File: src/rtl/pirs_map.vh
// Register map, field layout and selector codes of the input remap selects
`ifndef PIRS_MAP_VH
`define PIRS_MAP_VH

// ----------------------------------------------------------------------------
// Register byte offsets
// ----------------------------------------------------------------------------
`define PIRS_OFS_OC_FAULT_A   8'h00
`define PIRS_OFS_PWM_FAULT    8'h04
`define PIRS_OFS_ENC1_PHASE   8'h08
`define PIRS_OFS_ENC1_HOMEIDX 8'h0c
`define PIRS_OFS_ENC2_PHASE   8'h10
`define PIRS_OFS_ENC2_HOMEIDX 8'h14
`define PIRS_OFS_UART1_RX     8'h18
`define PIRS_OFS_UART2_RX     8'h1c
`define PIRS_NUM_REGS         8
`define PIRS_IDX_W            3

// ----------------------------------------------------------------------------
// Field layout and reset values
// ----------------------------------------------------------------------------
`define PIRS_SEL_W            7
`define PIRS_LO_LSB           0
`define PIRS_HI_LSB           8
`define PIRS_MASK_ONE         16'h007f
`define PIRS_MASK_TWO         16'h7f7f
`define PIRS_SEL_RESET        16'h0000

// ----------------------------------------------------------------------------
// Selector codes
// ----------------------------------------------------------------------------
`define PIRS_CODE_GROUND      7'h00
`define PIRS_CODE_COMPARATOR_ONE_OUTPUT        7'h01
`define PIRS_CODE_TOP_STD     7'h7c
`define PIRS_CODE_TOP_WIDE    7'h7f
`define PIRS_NUM_PINS         128

// ----------------------------------------------------------------------------
// AXI4-Lite responses
// ----------------------------------------------------------------------------
`define PIRS_RESP_OKAY        2'b00
`define PIRS_RESP_DECERR      2'b11

`endif

File: src/rtl/pirs_remap.v
// Peripheral input remap selectors with AXI4-Lite register access
`include "pirs_map.vh"
`default_nettype none

// How it works
// - Output compare fault A from low selector
// - PWM fault two from upper selector
// - PWM fault one from low selector
// - Encoder one phase B upper, A lower
// - Encoder one home upper, index lower
// - Encoder two phases, wide pin range
// - Encoder two home upper, index lower
// - UART one receive from low selector
// - UART two receive from low selector
// - Most selectors top code is pin 124
// - Encoder two phase code 127 is pin 127
// - Code one routes comparator one output
// - Code zero ties input to ground
// - Bits outside selector fields read zero
// - Selectors read/write, cleared at reset
module pirs_remap #(
  parameter ADDR_W = 8
) (
  input  wire                clk,
  input  wire                srst,
  // AXI4-Lite slave
  input  wire [ADDR_W-1:0]   s_axi_awaddr,
  input  wire [2:0]          s_axi_awprot,
  input  wire                s_axi_awvalid,
  output reg                 s_axi_awready,
  input  wire [31:0]         s_axi_wdata,
  input  wire [3:0]          s_axi_wstrb,
  input  wire                s_axi_wvalid,
  output reg                 s_axi_wready,
  output reg  [1:0]          s_axi_bresp,
  output reg                 s_axi_bvalid,
  input  wire                s_axi_bready,
  input  wire [ADDR_W-1:0]   s_axi_araddr,
  input  wire [2:0]          s_axi_arprot,
  input  wire                s_axi_arvalid,
  output reg                 s_axi_arready,
  output reg  [31:0]         s_axi_rdata,
  output reg  [1:0]          s_axi_rresp,
  output reg                 s_axi_rvalid,
  input  wire                s_axi_rready,
  // Sources
  input  wire [127:0]        remappable_pin,
  input  wire                comparator_one_output,
  // Peripheral inputs
  output wire                oc_fault_a_input,
  output wire                pwm_fault1_input,
  output wire                pwm_fault2_input,
  output wire                enc1_phase_a_input,
  output wire                enc1_phase_b_input,
  output wire                enc1_home_input,
  output wire                enc1_index_input,
  output wire                enc2_phase_a_input,
  output wire                enc2_phase_b_input,
  output wire                enc2_home_input,
  output wire                enc2_index_input,
  output wire                uart1_receive_input,
  output wire                uart2_receive_input
);

  // --------------------------------------------------------------------------
  // Helpers
  // --------------------------------------------------------------------------
  // Source multiplexer for one selector
  function route;
    input [6:0]   code;
    input [6:0]   top;
    input [127:0] pins;
    input         cmp;
    begin
      if (code == `PIRS_CODE_GROUND)
      begin
        route = 1'b0;
      end
      else if (code == `PIRS_CODE_COMPARATOR_ONE_OUTPUT)
      begin
        route = cmp;
      end
      // Codes past the top pin read back as written but route low
      else if (code > top)
      begin
        route = 1'b0;
      end
      else
      begin
        route = pins[code];
      end
    end
  endfunction

  // Offset decode: index of a mapped register
  function [`PIRS_IDX_W-1:0] reg_index;
    input [ADDR_W-1:0] addr;
    begin
      reg_index = addr[`PIRS_IDX_W+1:2];
    end
  endfunction

  // Unaligned or past the last register counts as unmapped
  function mapped;
    input [ADDR_W-1:0] addr;
    begin
      mapped = (addr[1:0] == 2'b00) &&
               ((addr >> 2) < `PIRS_NUM_REGS);
    end
  endfunction

  // Masking at write time keeps every unused bit reading zero
  // Implemented bits of each register
  function [15:0] field_mask;
    input [`PIRS_IDX_W-1:0] idx;
    begin
      case (idx)
        3'd0:    field_mask = `PIRS_MASK_ONE;
        3'd6:    field_mask = `PIRS_MASK_ONE;
        3'd7:    field_mask = `PIRS_MASK_ONE;
        default: field_mask = `PIRS_MASK_TWO;
      endcase
    end
  endfunction

  // --------------------------------------------------------------------------
  // Handshakes
  // --------------------------------------------------------------------------
  // Qualified transfers on each channel; protection bits are ignored
  wire                    aw_take;
  wire                    w_take;
  wire                    b_done;
  wire                    ar_take;
  wire                    r_done;
  wire                    rd_hit;
  wire [`PIRS_IDX_W-1:0]  rd_idx;

  // One transfer per channel at an edge with valid and ready both high
  assign aw_take = s_axi_awvalid && s_axi_awready;
  assign w_take  = s_axi_wvalid && s_axi_wready;
  assign b_done  = s_axi_bvalid && s_axi_bready;
  assign ar_take = s_axi_arvalid && s_axi_arready;
  assign r_done  = s_axi_rvalid && s_axi_rready;
  assign rd_hit  = mapped(s_axi_araddr);
  assign rd_idx  = reg_index(s_axi_araddr);

  // --------------------------------------------------------------------------
  // Selector registers
  // --------------------------------------------------------------------------
  reg  [15:0]             sel_reg [0:`PIRS_NUM_REGS-1];
  reg  [ADDR_W-1:0]       awaddr_reg;
  reg                     aw_held_reg;
  reg  [31:0]             wdata_reg;
  reg  [3:0]              wstrb_reg;
  reg                     w_held_reg;
  wire                    do_write;
  wire [`PIRS_IDX_W-1:0]  wr_idx;
  wire [15:0]             wr_mask;
  wire [15:0]             lane_mask;
  wire [15:0]             wr_next;
  wire                    wr_hit;
  integer                 i;

  assign do_write  = aw_held_reg && w_held_reg && !s_axi_bvalid;
  assign wr_idx    = reg_index(awaddr_reg);
  assign wr_mask   = field_mask(wr_idx);
  // Strobes 0 and 1 cover the implemented half of the word
  assign lane_mask = {{8{wstrb_reg[1]}}, {8{wstrb_reg[0]}}};
  assign wr_next   = (sel_reg[wr_idx] & ~lane_mask) |
                     (wdata_reg[15:0] & lane_mask & wr_mask);
  // Unmapped or unaligned writes are answered with an error and change nothing
  assign wr_hit    = do_write && mapped(awaddr_reg);

  // Reset clears every selector, which grounds every peripheral input
  always @(posedge clk)
  begin
    if (srst)
    begin
      for (i = 0; i < `PIRS_NUM_REGS; i = i + 1)
      begin
        sel_reg[i] <= `PIRS_SEL_RESET;
      end
    end
    else if (wr_hit)
    begin
      sel_reg[wr_idx] <= wr_next;
    end
  end

  // --------------------------------------------------------------------------
  // Write ready
  // --------------------------------------------------------------------------
  // Both readies stay low while a pair is held or its response waits, so a
  // second write cannot slip in before the first is answered
  always @(posedge clk)
  begin
    if (srst)
    begin
      s_axi_awready <= 1'b0;
      s_axi_wready  <= 1'b0;
    end
    else if (do_write || s_axi_bvalid)
    begin
      s_axi_awready <= 1'b0;
      s_axi_wready  <= 1'b0;
    end
    else
    begin
      s_axi_awready <= !aw_held_reg && !aw_take;
      s_axi_wready  <= !w_held_reg && !w_take;
    end
  end

  // --------------------------------------------------------------------------
  // Write channel
  // --------------------------------------------------------------------------
  always @(posedge clk)
  begin
    if (srst)
    begin
      aw_held_reg   <= 1'b0;
      w_held_reg    <= 1'b0;
      awaddr_reg    <= {ADDR_W{1'b0}};
      wdata_reg     <= 32'h0000_0000;
      wstrb_reg     <= 4'h0;
      s_axi_bvalid  <= 1'b0;
      s_axi_bresp   <= `PIRS_RESP_OKAY;
    end
    else
    begin
      if (aw_take)
      begin
        aw_held_reg <= 1'b1;
        awaddr_reg  <= s_axi_awaddr;
      end
      if (w_take)
      begin
        w_held_reg <= 1'b1;
        wdata_reg  <= s_axi_wdata;
        wstrb_reg  <= s_axi_wstrb;
      end
      if (do_write)
      begin
        aw_held_reg  <= 1'b0;
        w_held_reg   <= 1'b0;
        s_axi_bvalid <= 1'b1;
        s_axi_bresp  <= mapped(awaddr_reg) ? `PIRS_RESP_OKAY : `PIRS_RESP_DECERR;
      end
      else if (b_done)
      begin
        s_axi_bvalid <= 1'b0;
      end
    end
  end

  // --------------------------------------------------------------------------
  // Read ready
  // --------------------------------------------------------------------------
  // A new address is taken only once the previous data has been accepted
  always @(posedge clk)
  begin
    if (srst)
    begin
      s_axi_arready <= 1'b0;
    end
    else if (ar_take)
    begin
      s_axi_arready <= 1'b0;
    end
    else if (!s_axi_rvalid || s_axi_rready)
    begin
      s_axi_arready <= 1'b1;
    end
  end

  // --------------------------------------------------------------------------
  // Read channel
  // --------------------------------------------------------------------------
  // Unmapped reads return zero with an error response
  always @(posedge clk)
  begin
    if (srst)
    begin
      s_axi_rvalid  <= 1'b0;
      s_axi_rdata   <= 32'h0000_0000;
      s_axi_rresp   <= `PIRS_RESP_OKAY;
    end
    else
    begin
      if (ar_take)
      begin
        s_axi_rvalid  <= 1'b1;
        if (rd_hit)
        begin
          s_axi_rdata <= {16'h0000, sel_reg[rd_idx]};
          s_axi_rresp <= `PIRS_RESP_OKAY;
        end
        else
        begin
          s_axi_rdata <= 32'h0000_0000;
          s_axi_rresp <= `PIRS_RESP_DECERR;
        end
      end
      else if (r_done)
      begin
        s_axi_rvalid  <= 1'b0;
      end
    end
  end

  // --------------------------------------------------------------------------
  // Selector fields
  // --------------------------------------------------------------------------
  wire [6:0] oc_fault_a_source_sel;
  wire [6:0] pwm_fault1_source_sel;
  wire [6:0] pwm_fault2_source_sel;
  wire [6:0] enc1_phase_a_source_sel;
  wire [6:0] enc1_phase_b_source_sel;
  wire [6:0] enc1_home_source_sel;
  wire [6:0] enc1_index_source_sel;
  wire [6:0] enc2_phase_a_source_sel;
  wire [6:0] enc2_phase_b_source_sel;
  wire [6:0] enc2_home_source_sel;
  wire [6:0] enc2_index_source_sel;
  wire [6:0] uart1_receive_source_sel;
  wire [6:0] uart2_receive_source_sel;

  assign oc_fault_a_source_sel    = sel_reg[0][6:0];
  assign pwm_fault1_source_sel    = sel_reg[1][6:0];
  assign pwm_fault2_source_sel    = sel_reg[1][14:8];
  assign enc1_phase_a_source_sel  = sel_reg[2][6:0];
  assign enc1_phase_b_source_sel  = sel_reg[2][14:8];
  assign enc1_index_source_sel    = sel_reg[3][6:0];
  assign enc1_home_source_sel     = sel_reg[3][14:8];
  assign enc2_phase_a_source_sel  = sel_reg[4][6:0];
  assign enc2_phase_b_source_sel  = sel_reg[4][14:8];
  assign enc2_index_source_sel    = sel_reg[5][6:0];
  assign enc2_home_source_sel     = sel_reg[5][14:8];
  assign uart1_receive_source_sel = sel_reg[6][6:0];
  assign uart2_receive_source_sel = sel_reg[7][6:0];

  // --------------------------------------------------------------------------
  // Routing to peripheral inputs
  // --------------------------------------------------------------------------
  // Combinational from the held selector, so a write shows the cycle after it
  assign oc_fault_a_input    = route(oc_fault_a_source_sel, `PIRS_CODE_TOP_STD,
                                     remappable_pin, comparator_one_output);
  assign pwm_fault1_input    = route(pwm_fault1_source_sel, `PIRS_CODE_TOP_STD,
                                     remappable_pin, comparator_one_output);
  assign pwm_fault2_input    = route(pwm_fault2_source_sel, `PIRS_CODE_TOP_STD,
                                     remappable_pin, comparator_one_output);
  assign enc1_phase_a_input  = route(enc1_phase_a_source_sel, `PIRS_CODE_TOP_STD,
                                     remappable_pin, comparator_one_output);
  assign enc1_phase_b_input  = route(enc1_phase_b_source_sel, `PIRS_CODE_TOP_STD,
                                     remappable_pin, comparator_one_output);
  assign enc1_home_input     = route(enc1_home_source_sel, `PIRS_CODE_TOP_STD,
                                     remappable_pin, comparator_one_output);
  assign enc1_index_input    = route(enc1_index_source_sel, `PIRS_CODE_TOP_STD,
                                     remappable_pin, comparator_one_output);
  assign enc2_phase_a_input  = route(enc2_phase_a_source_sel, `PIRS_CODE_TOP_WIDE,
                                     remappable_pin, comparator_one_output);
  assign enc2_phase_b_input  = route(enc2_phase_b_source_sel, `PIRS_CODE_TOP_WIDE,
                                     remappable_pin, comparator_one_output);
  assign enc2_home_input     = route(enc2_home_source_sel, `PIRS_CODE_TOP_STD,
                                     remappable_pin, comparator_one_output);
  assign enc2_index_input    = route(enc2_index_source_sel, `PIRS_CODE_TOP_STD,
                                     remappable_pin, comparator_one_output);
  assign uart1_receive_input = route(uart1_receive_source_sel, `PIRS_CODE_TOP_STD,
                                     remappable_pin, comparator_one_output);
  assign uart2_receive_input = route(uart2_receive_source_sel, `PIRS_CODE_TOP_STD,
                                     remappable_pin, comparator_one_output);

endmodule // pirs_remap

`default_nettype wire

File: config.mk
export PLATFORM = sky130hd
export DESIGN_NAME = pirs_remap
export DESIGN_NICKNAME = d
export VERILOG_FILES = /design/src/rtl/pirs_remap.v
export VERILOG_INCLUDE_DIRS = /design/src /design/src/rtl
export SDC_FILE = /design/constraint.sdc
export NUM_CORES = 1
export LEC_CHECK = 0
export ABC_AREA = 0
export ABC_CLOCK_PERIOD_IN_PS = 4250
export BUFFER_PORTS_ARGS = -buffer_cell sky130_fd_sc_hd__buf_2
export CORE_MARGIN = 4
export CORE_UTILIZATION = 30
export DETAILED_ROUTE_END_ITERATION = 8
export GPL_TIMING_DRIVEN = 0
export HOLD_SLACK_MARGIN = 0.02
export MAX_ROUTING_LAYER = met4
export PLACE_DENSITY = 0.55
export SLEW_MARGIN = 20
export SYNTH_ARGS = -nofsm -noshare
export SYNTH_HDL_FRONTEND = slang
export SYNTH_SLANG_ARGS = --single-unit
File: constraint.sdc
create_clock -name clk -period 4.25 [get_ports clk]
set_clock_uncertainty 0.2 [all_clocks]
set_input_delay 0.85 -clock clk [delete_from_list [all_inputs] [get_ports clk]]
set_output_delay 0.85 -clock clk [all_outputs]
set_load 0.005 [all_outputs]
Yosys cells after proc, flatten, opt, wreduce, memory -nomap -nowiden:

Memory sizes are Yosys's and may differ from the RTL's. A register that Yosys moved wholly into a read port is not among the register bits.
Index checks and enable logic that the tools add are counted.
Widths: inputs -> output; s select.

* output and inout bits: 54
* memories: 1
* input bits: 194
* bits in registers: 69
* RAM bits: 128

Memory list
* sel_reg: words 8, width 16, rd ports 10, clocked after Yosys merged registers in 1, wr ports 8, RTL line pirs_remap.v:150 `` reg [15:0] sel_reg [0:`PIRS_NUM_REGS-1]; ``

* reduce and logical (&&, ||, !) cells: 43
* equal/unequal tests: 15
* order comparisons: 28
* bitwise logic cells: 5
* muxes and demuxes: 83

Operator list (number)
* $lt 7x8->1 const B: 13
* $bmux 1 s7: 13
* $eq 7x1->1 const B: 13
* $gt 7x7->1 const B: 13
* $logic_not 7->1: 13
* $mux 1: 62
* $and 16x16->16: 3
* $mux 16: 2
* $not 16->16: 1
* $or 16x16->16: 1
* $reduce_or 16->1: 1
* $mux 15: 1
* $logic_and 1x1->1: 12
* $lt 6x4->1 const B: 2
* $mux 3: 3
* $eq 3x3->1 const B: 2
* $logic_not 1->1: 6
* $reduce_or 2->1: 3
* $logic_not 2->1: 2
* $mux 2: 2
* $reduce_bool 2->1: 2
* $logic_not 3->1: 1
* $reduce_or 3->1: 1
* $logic_or 1x1->1: 2

Longest topological paths before layout:

* depth after elaboration: 8
* depth in mapped cells: 9

Worst setup path after synthesis:

Ideal clock, no wire load.

* path kind: input port to output port
* start point: input port remappable_pin[63]
* end point: output port uart1_receive_input
* stages on the path: 7
* path buffers: 1
* arrival: 2452 ps
* path slack: 748 ps
* path through: clkbuf_1 -> mux4_2 -> mux4_2 -> mux2_2 -> nand2_1 -> o211ai_1 -> and3_1

* longest elaborated chain between the ends: 5

Ends and longest elaborated chain
* from (decl): RTL line pirs_remap.v:47 `input wire [127:0] remappable_pin,`
* $bmux 1 s7: RTL line pirs_remap.v:90 `route = pins[code];`
* $mux 1 (implied by the code): RTL line pirs_remap.v:90
* $mux 1: RTL line pirs_remap.v:84 `else if (code > top)`
* $mux 1: RTL line pirs_remap.v:79 `` else if (code == `PIRS_CODE_COMPARATOR_ONE_OUTPUT) ``
* $mux 1: RTL line pirs_remap.v:75 `` if (code == `PIRS_CODE_GROUND) ``
* to (decl): RTL line pirs_remap.v:61 `output wire uart1_receive_input,`

No other way between the ends. The select of a mux whose other input is x is not followed.

Worst setup path after layout:

* start point: input port remappable_pin[88]
* end point: output port enc2_index_input

* longest elaborated chain between the ends: 5

Ends and longest elaborated chain
* $bmux 1 s7: RTL line pirs_remap.v:90
* $mux 1 (implied by the code): RTL line pirs_remap.v:90
* $mux 1: RTL line pirs_remap.v:84
* $mux 1: RTL line pirs_remap.v:79
* $mux 1: RTL line pirs_remap.v:75
* to (decl): RTL line pirs_remap.v:60 `output wire enc2_index_input,`

No other way between the ends. The select of a mux whose other input is x is not followed.

==> results.sh <==
export IMPL_worstPathRequired_ns=3.20
export IMPL_clk_latency_ns=0.44
export IMPL_drt_initial_drc_count=3113
export IMPL_fp_coreArea_um2=75800
export IMPL_pre_cts_slack_ns=-0.541
export IMPL_regToRegSetupSlack_ns=0.23
export IMPL_reg2reg_depth=8
export IMPL_drc_errors=0
export IMPL_timing_critical_path_to_type="output port"
export IMPL_synth_seq_cells=180
export IMPL_synth_area_top_cells="mux4_2 (51%), edfxtp_1 (17%), dfxtp_1 (4.5%)"
export IMPL_yosys_cell_types_count=56
export IMPL_wl_um=122000
export IMPL_drt_pass1_iter_count=6
export IMPL_place_port_buffers=201
export IMPL_cp_data_arrival_time_ns=3.28
export IMPL_synth_warnings=0
export IMPL_gr_usage_total_pct=29.9
export IMPL_antenna_violations_before_repair=11
export IMPL_max_cap_viol_count=0
export IMPL_fraction_of_final_layout_cells_with_drive_strength_greater_than_1_pct=48.1
export IMPL_critical_path_reg2reg_endpoint="sel_reg[1][8]$_SDFFCE_PN0P_"
export IMPL_asyncSetResetFlopFracSynth_pct=0
export IMPL_layout_nets=2288
export IMPL_cts_buffers_inserted=17
export IMPL_netlist_area_leader_share_pct=51.4
export IMPL_pwr_share_clk_pct=27.1
export IMPL_netSwitchingFraction_pct=35.1
export IMPL_power_leakage_nw=8.93
export IMPL_timing_max_transition_violations_final=0
export IMPL_final_hold_violation_count=0
export IMPL_tritoncts_num_sinks=180
export IMPL_synthesis_instances=1846
export IMPL_num_vias=21500
export IMPL_htree_num_levels=4
export IMPL_std_cell_rows=101
export IMPL_die_height_um=285
export IMPL_globalRouteOverflowTotal=0
export IMPL_comb_power_share_pct=38.3
export IMPL_sequential_fraction_of_the_synthesis_area_pct=21.3
export IMPL_setup_viol=4
export IMPL_post_synth_instance_area_um2=22900
export IMPL_detailedPlacementHpwl_um=91600
export IMPL_post_synth_top_area_cell="mux4_2"
export IMPL_start_to_end_type_of_the_worst_setup_path="input pin to output port"
export IMPL_powerDensity_nw_per_um2=220
export IMPL_outcome="finished with violations"
export IMPL_io_pins=248
export IMPL_cts_tree="done"
export IMPL_postLayoutSetupSlackWorst_ns=-0.0770
export IMPL_fin_setup_tns_ns=-0.139
export IMPL_syn_area_per_cell_um2=12.4
export IMPL_syn2layout_area_growth_pct=16.7
export IMPL_finalWorstPathRequiredPeriod_ns=4.33
export IMPL_total_power_mw=5.90
export IMPL_clock_transition_time_at_the_flip_flop_clock_pins_of_the_worst_setup_and_hold_paths_ns=0.07
export IMPL_postSynth_topFlopCell="edfxtp_1"
export IMPL_max_slew_margin_rel_pct=16.0
export IMPL_worst_ir_drop_vdd_v=0.000254
export IMPL_final_common_cell="mux4_2"
export IMPL_post_route_cell_area_um2=26800
export IMPL_violations="setup timing"
export IMPL_fp_dieW_um=285
export IMPL_critical_path_peak_fanout=10
export IMPL_synth_enable_flop_cells=128
export IMPL_worst_slew_pin_slew_ns=1.26
export IMPL_layout_common_cells="mux4_2 (524), buf_2 (220), nor2_1 (189), nand2_1 (138), edfxtp_1 (128)"
export IMPL_clock_tree_buffer_depth=2
export IMPL_largest_register_ff_count=128
export IMPL_worstHoldPathType="flop to flop"
export IMPL_fin_crit_sh_pct=102
export IMPL_routabilityCongestion=1.08
export IMPL_antenna_left=0
export IMPL_power_frac_seq_pct=34.6
export IMPL_avgRoutedWirePerCell_um=39.3
export IMPL_worstSetupStartpointType="input pin"
export IMPL_grt_start_max_net_pins=17
export IMPL_crit_path_start="remappable_pin[88]"
export IMPL_root_buffer="clkbuf_16"
export IMPL_switchingPower_mw=2.07
export IMPL_placed_cell_area_um2=25200
export IMPL_grt_pass1_vias=20900
export IMPL_route_detailed_vias_per_inst=6.95
export IMPL_cell_internal_pwr_mw=3.83
export IMPL_floorplan_initialDensity_pct=30.3
export IMPL_grt_pass1_wl_um=166000
export IMPL_die_area_um2=81000
export IMPL_max_freq_mhz=231
export IMPL_cp_endpoint="enc2_index_input"
stage by stage:
| step | hold slack, ns | util, % | std cells |
|---|---|---|---|
| 2_1_floorplan | 0.231 | - | 1861 |
| 3_3_place_gp | 0.239 | 33.3 | 3040 |
| 3_5_place_dp | 0.248 | 33.3 | 3040 |
| 4_1_cts | 0.258 | 34.8 | 3080 |
| 5_1_grt | 0.293 | 35.3 | 3090 |
| 6_report | 0.257 | 35.3 | 3094 |
worst min path at each step:
stage	start	to	slack, ns	cells after the start
final	awaddr_reg[1]$_SDFFE_PP0P_	awaddr_reg[1]$_SDFFE_PP0P_	0.26	2
after global routing	awaddr_reg[6]$_SDFFE_PP0P_	awaddr_reg[6]$_SDFFE_PP0P_	0.29	2
after CTS	awaddr_reg[1]$_SDFFE_PP0P_	awaddr_reg[1]$_SDFFE_PP0P_	0.26	2
after detailed placement	awaddr_reg[1]$_SDFFE_PP0P_	awaddr_reg[1]$_SDFFE_PP0P_	0.25	2
after global placement	awaddr_reg[6]$_SDFFE_PP0P_	awaddr_reg[6]$_SDFFE_PP0P_	0.24	2
after floorplan	awaddr_reg[6]$_SDFFE_PP0P_	awaddr_reg[6]$_SDFFE_PP0P_	0.23	2
power by group through the flow:
stage	logic (mW)	clock network, mW	registers [mW]
after global placement	2.07	0	2.06
final	2.26	1.60	2.04
after global routing	2.32	1.67	2.04
after CTS	2.15	1.59	2.03
after floorplan	1.35	0	2.01
after detailed placement	2.10	0	2.06
what timing repair did:
action                                  in CTS  in global routing
endpoints found under the setup margin      13                 13
hold buffers                                 0                  0
pin swaps                                    0                  2
gates resized for setup                    149                159
cloned                                       0                  2
setup buffers                               22                 10
area by class of cell:
| cell class | count | area (um2) |
|---|---|---|
| tap | 978 | 1220 |
| buffer | 318 | 1890 |
| clock buffer | 23 | 526 |
| multi-input combinational | 1327 | 16700 |
| timing repair buffer | 235 | 1380 |
| fill | 7460 | 49100 |
| inverter | 15 | 56.3 |
| clock inverter | 9 | 58.8 |
| sequential | 180 | 4880 |
| antenna | 9 | 22.5 |
cells by family (layout without fill, tap and decap cells):
family,Yosys count,after routing,share of synthesized area [%]
mux,643,643,57.4
buf+inv,354,600,6.63
simple gates,463,463,8.88
compound gates,205,205,5.76
flops,180,180,21.3
other cells,1,25,0.0163
worst max-delay path: stages:
cell and delay (ns):
buf_2 0.11, clkbuf_1 0.54, mux4_2 0.37, mux2i_1 0.06, mux4_2 0.47, o211ai_1 0.43
o311a_1 0.30, buf_2 0.14
routing by layer:
metal	wire length (um)	GRT usage, %	vias up	share of wire (%)
li1	-	-	8050	-
met1	42400	36.6	11200	35
met2	53100	43.1	1901	44
met3	16600	9.46	367	14
met4	9500	18.5	0	7.8
met5	0	-	-	0
Yosys cell counts (2+ instances only):
master     instances
o21a_1             2
o311ai_0           4
o21ai_0           30
mux4_2           524
and2_1             8
a221o_1            2
a41oi_1            2
o211ai_1          11
a21oi_1           62
buf_6              3
a2111oi_0          3
nand3b_1           5
or2_2              2
edfxtp_1         128
clkbuf_1         233
o22ai_1            7
buf_2             48
nor4_1            11
nand3_1           35
or3_1              4
a31oi_1           20
a211oi_1           2
a21boi_0           3
mux4_1            10
nand2_1          138
or4_1              3
a32oi_1            3
mux2_2            17
nor3b_1            3
a311oi_1           3
nor2_1           190
nor3_1            10
nand2b_1          18
o221ai_1           4
a22oi_1           35
inv_1             15
buf_4             29
buf_1             25
nand4_1            8
and3_1             7
nor2b_1           19
o211a_1            2
dfxtp_1           52
o2111ai_1          3
mux2i_1           92
(Power assumes the default switching activity.)
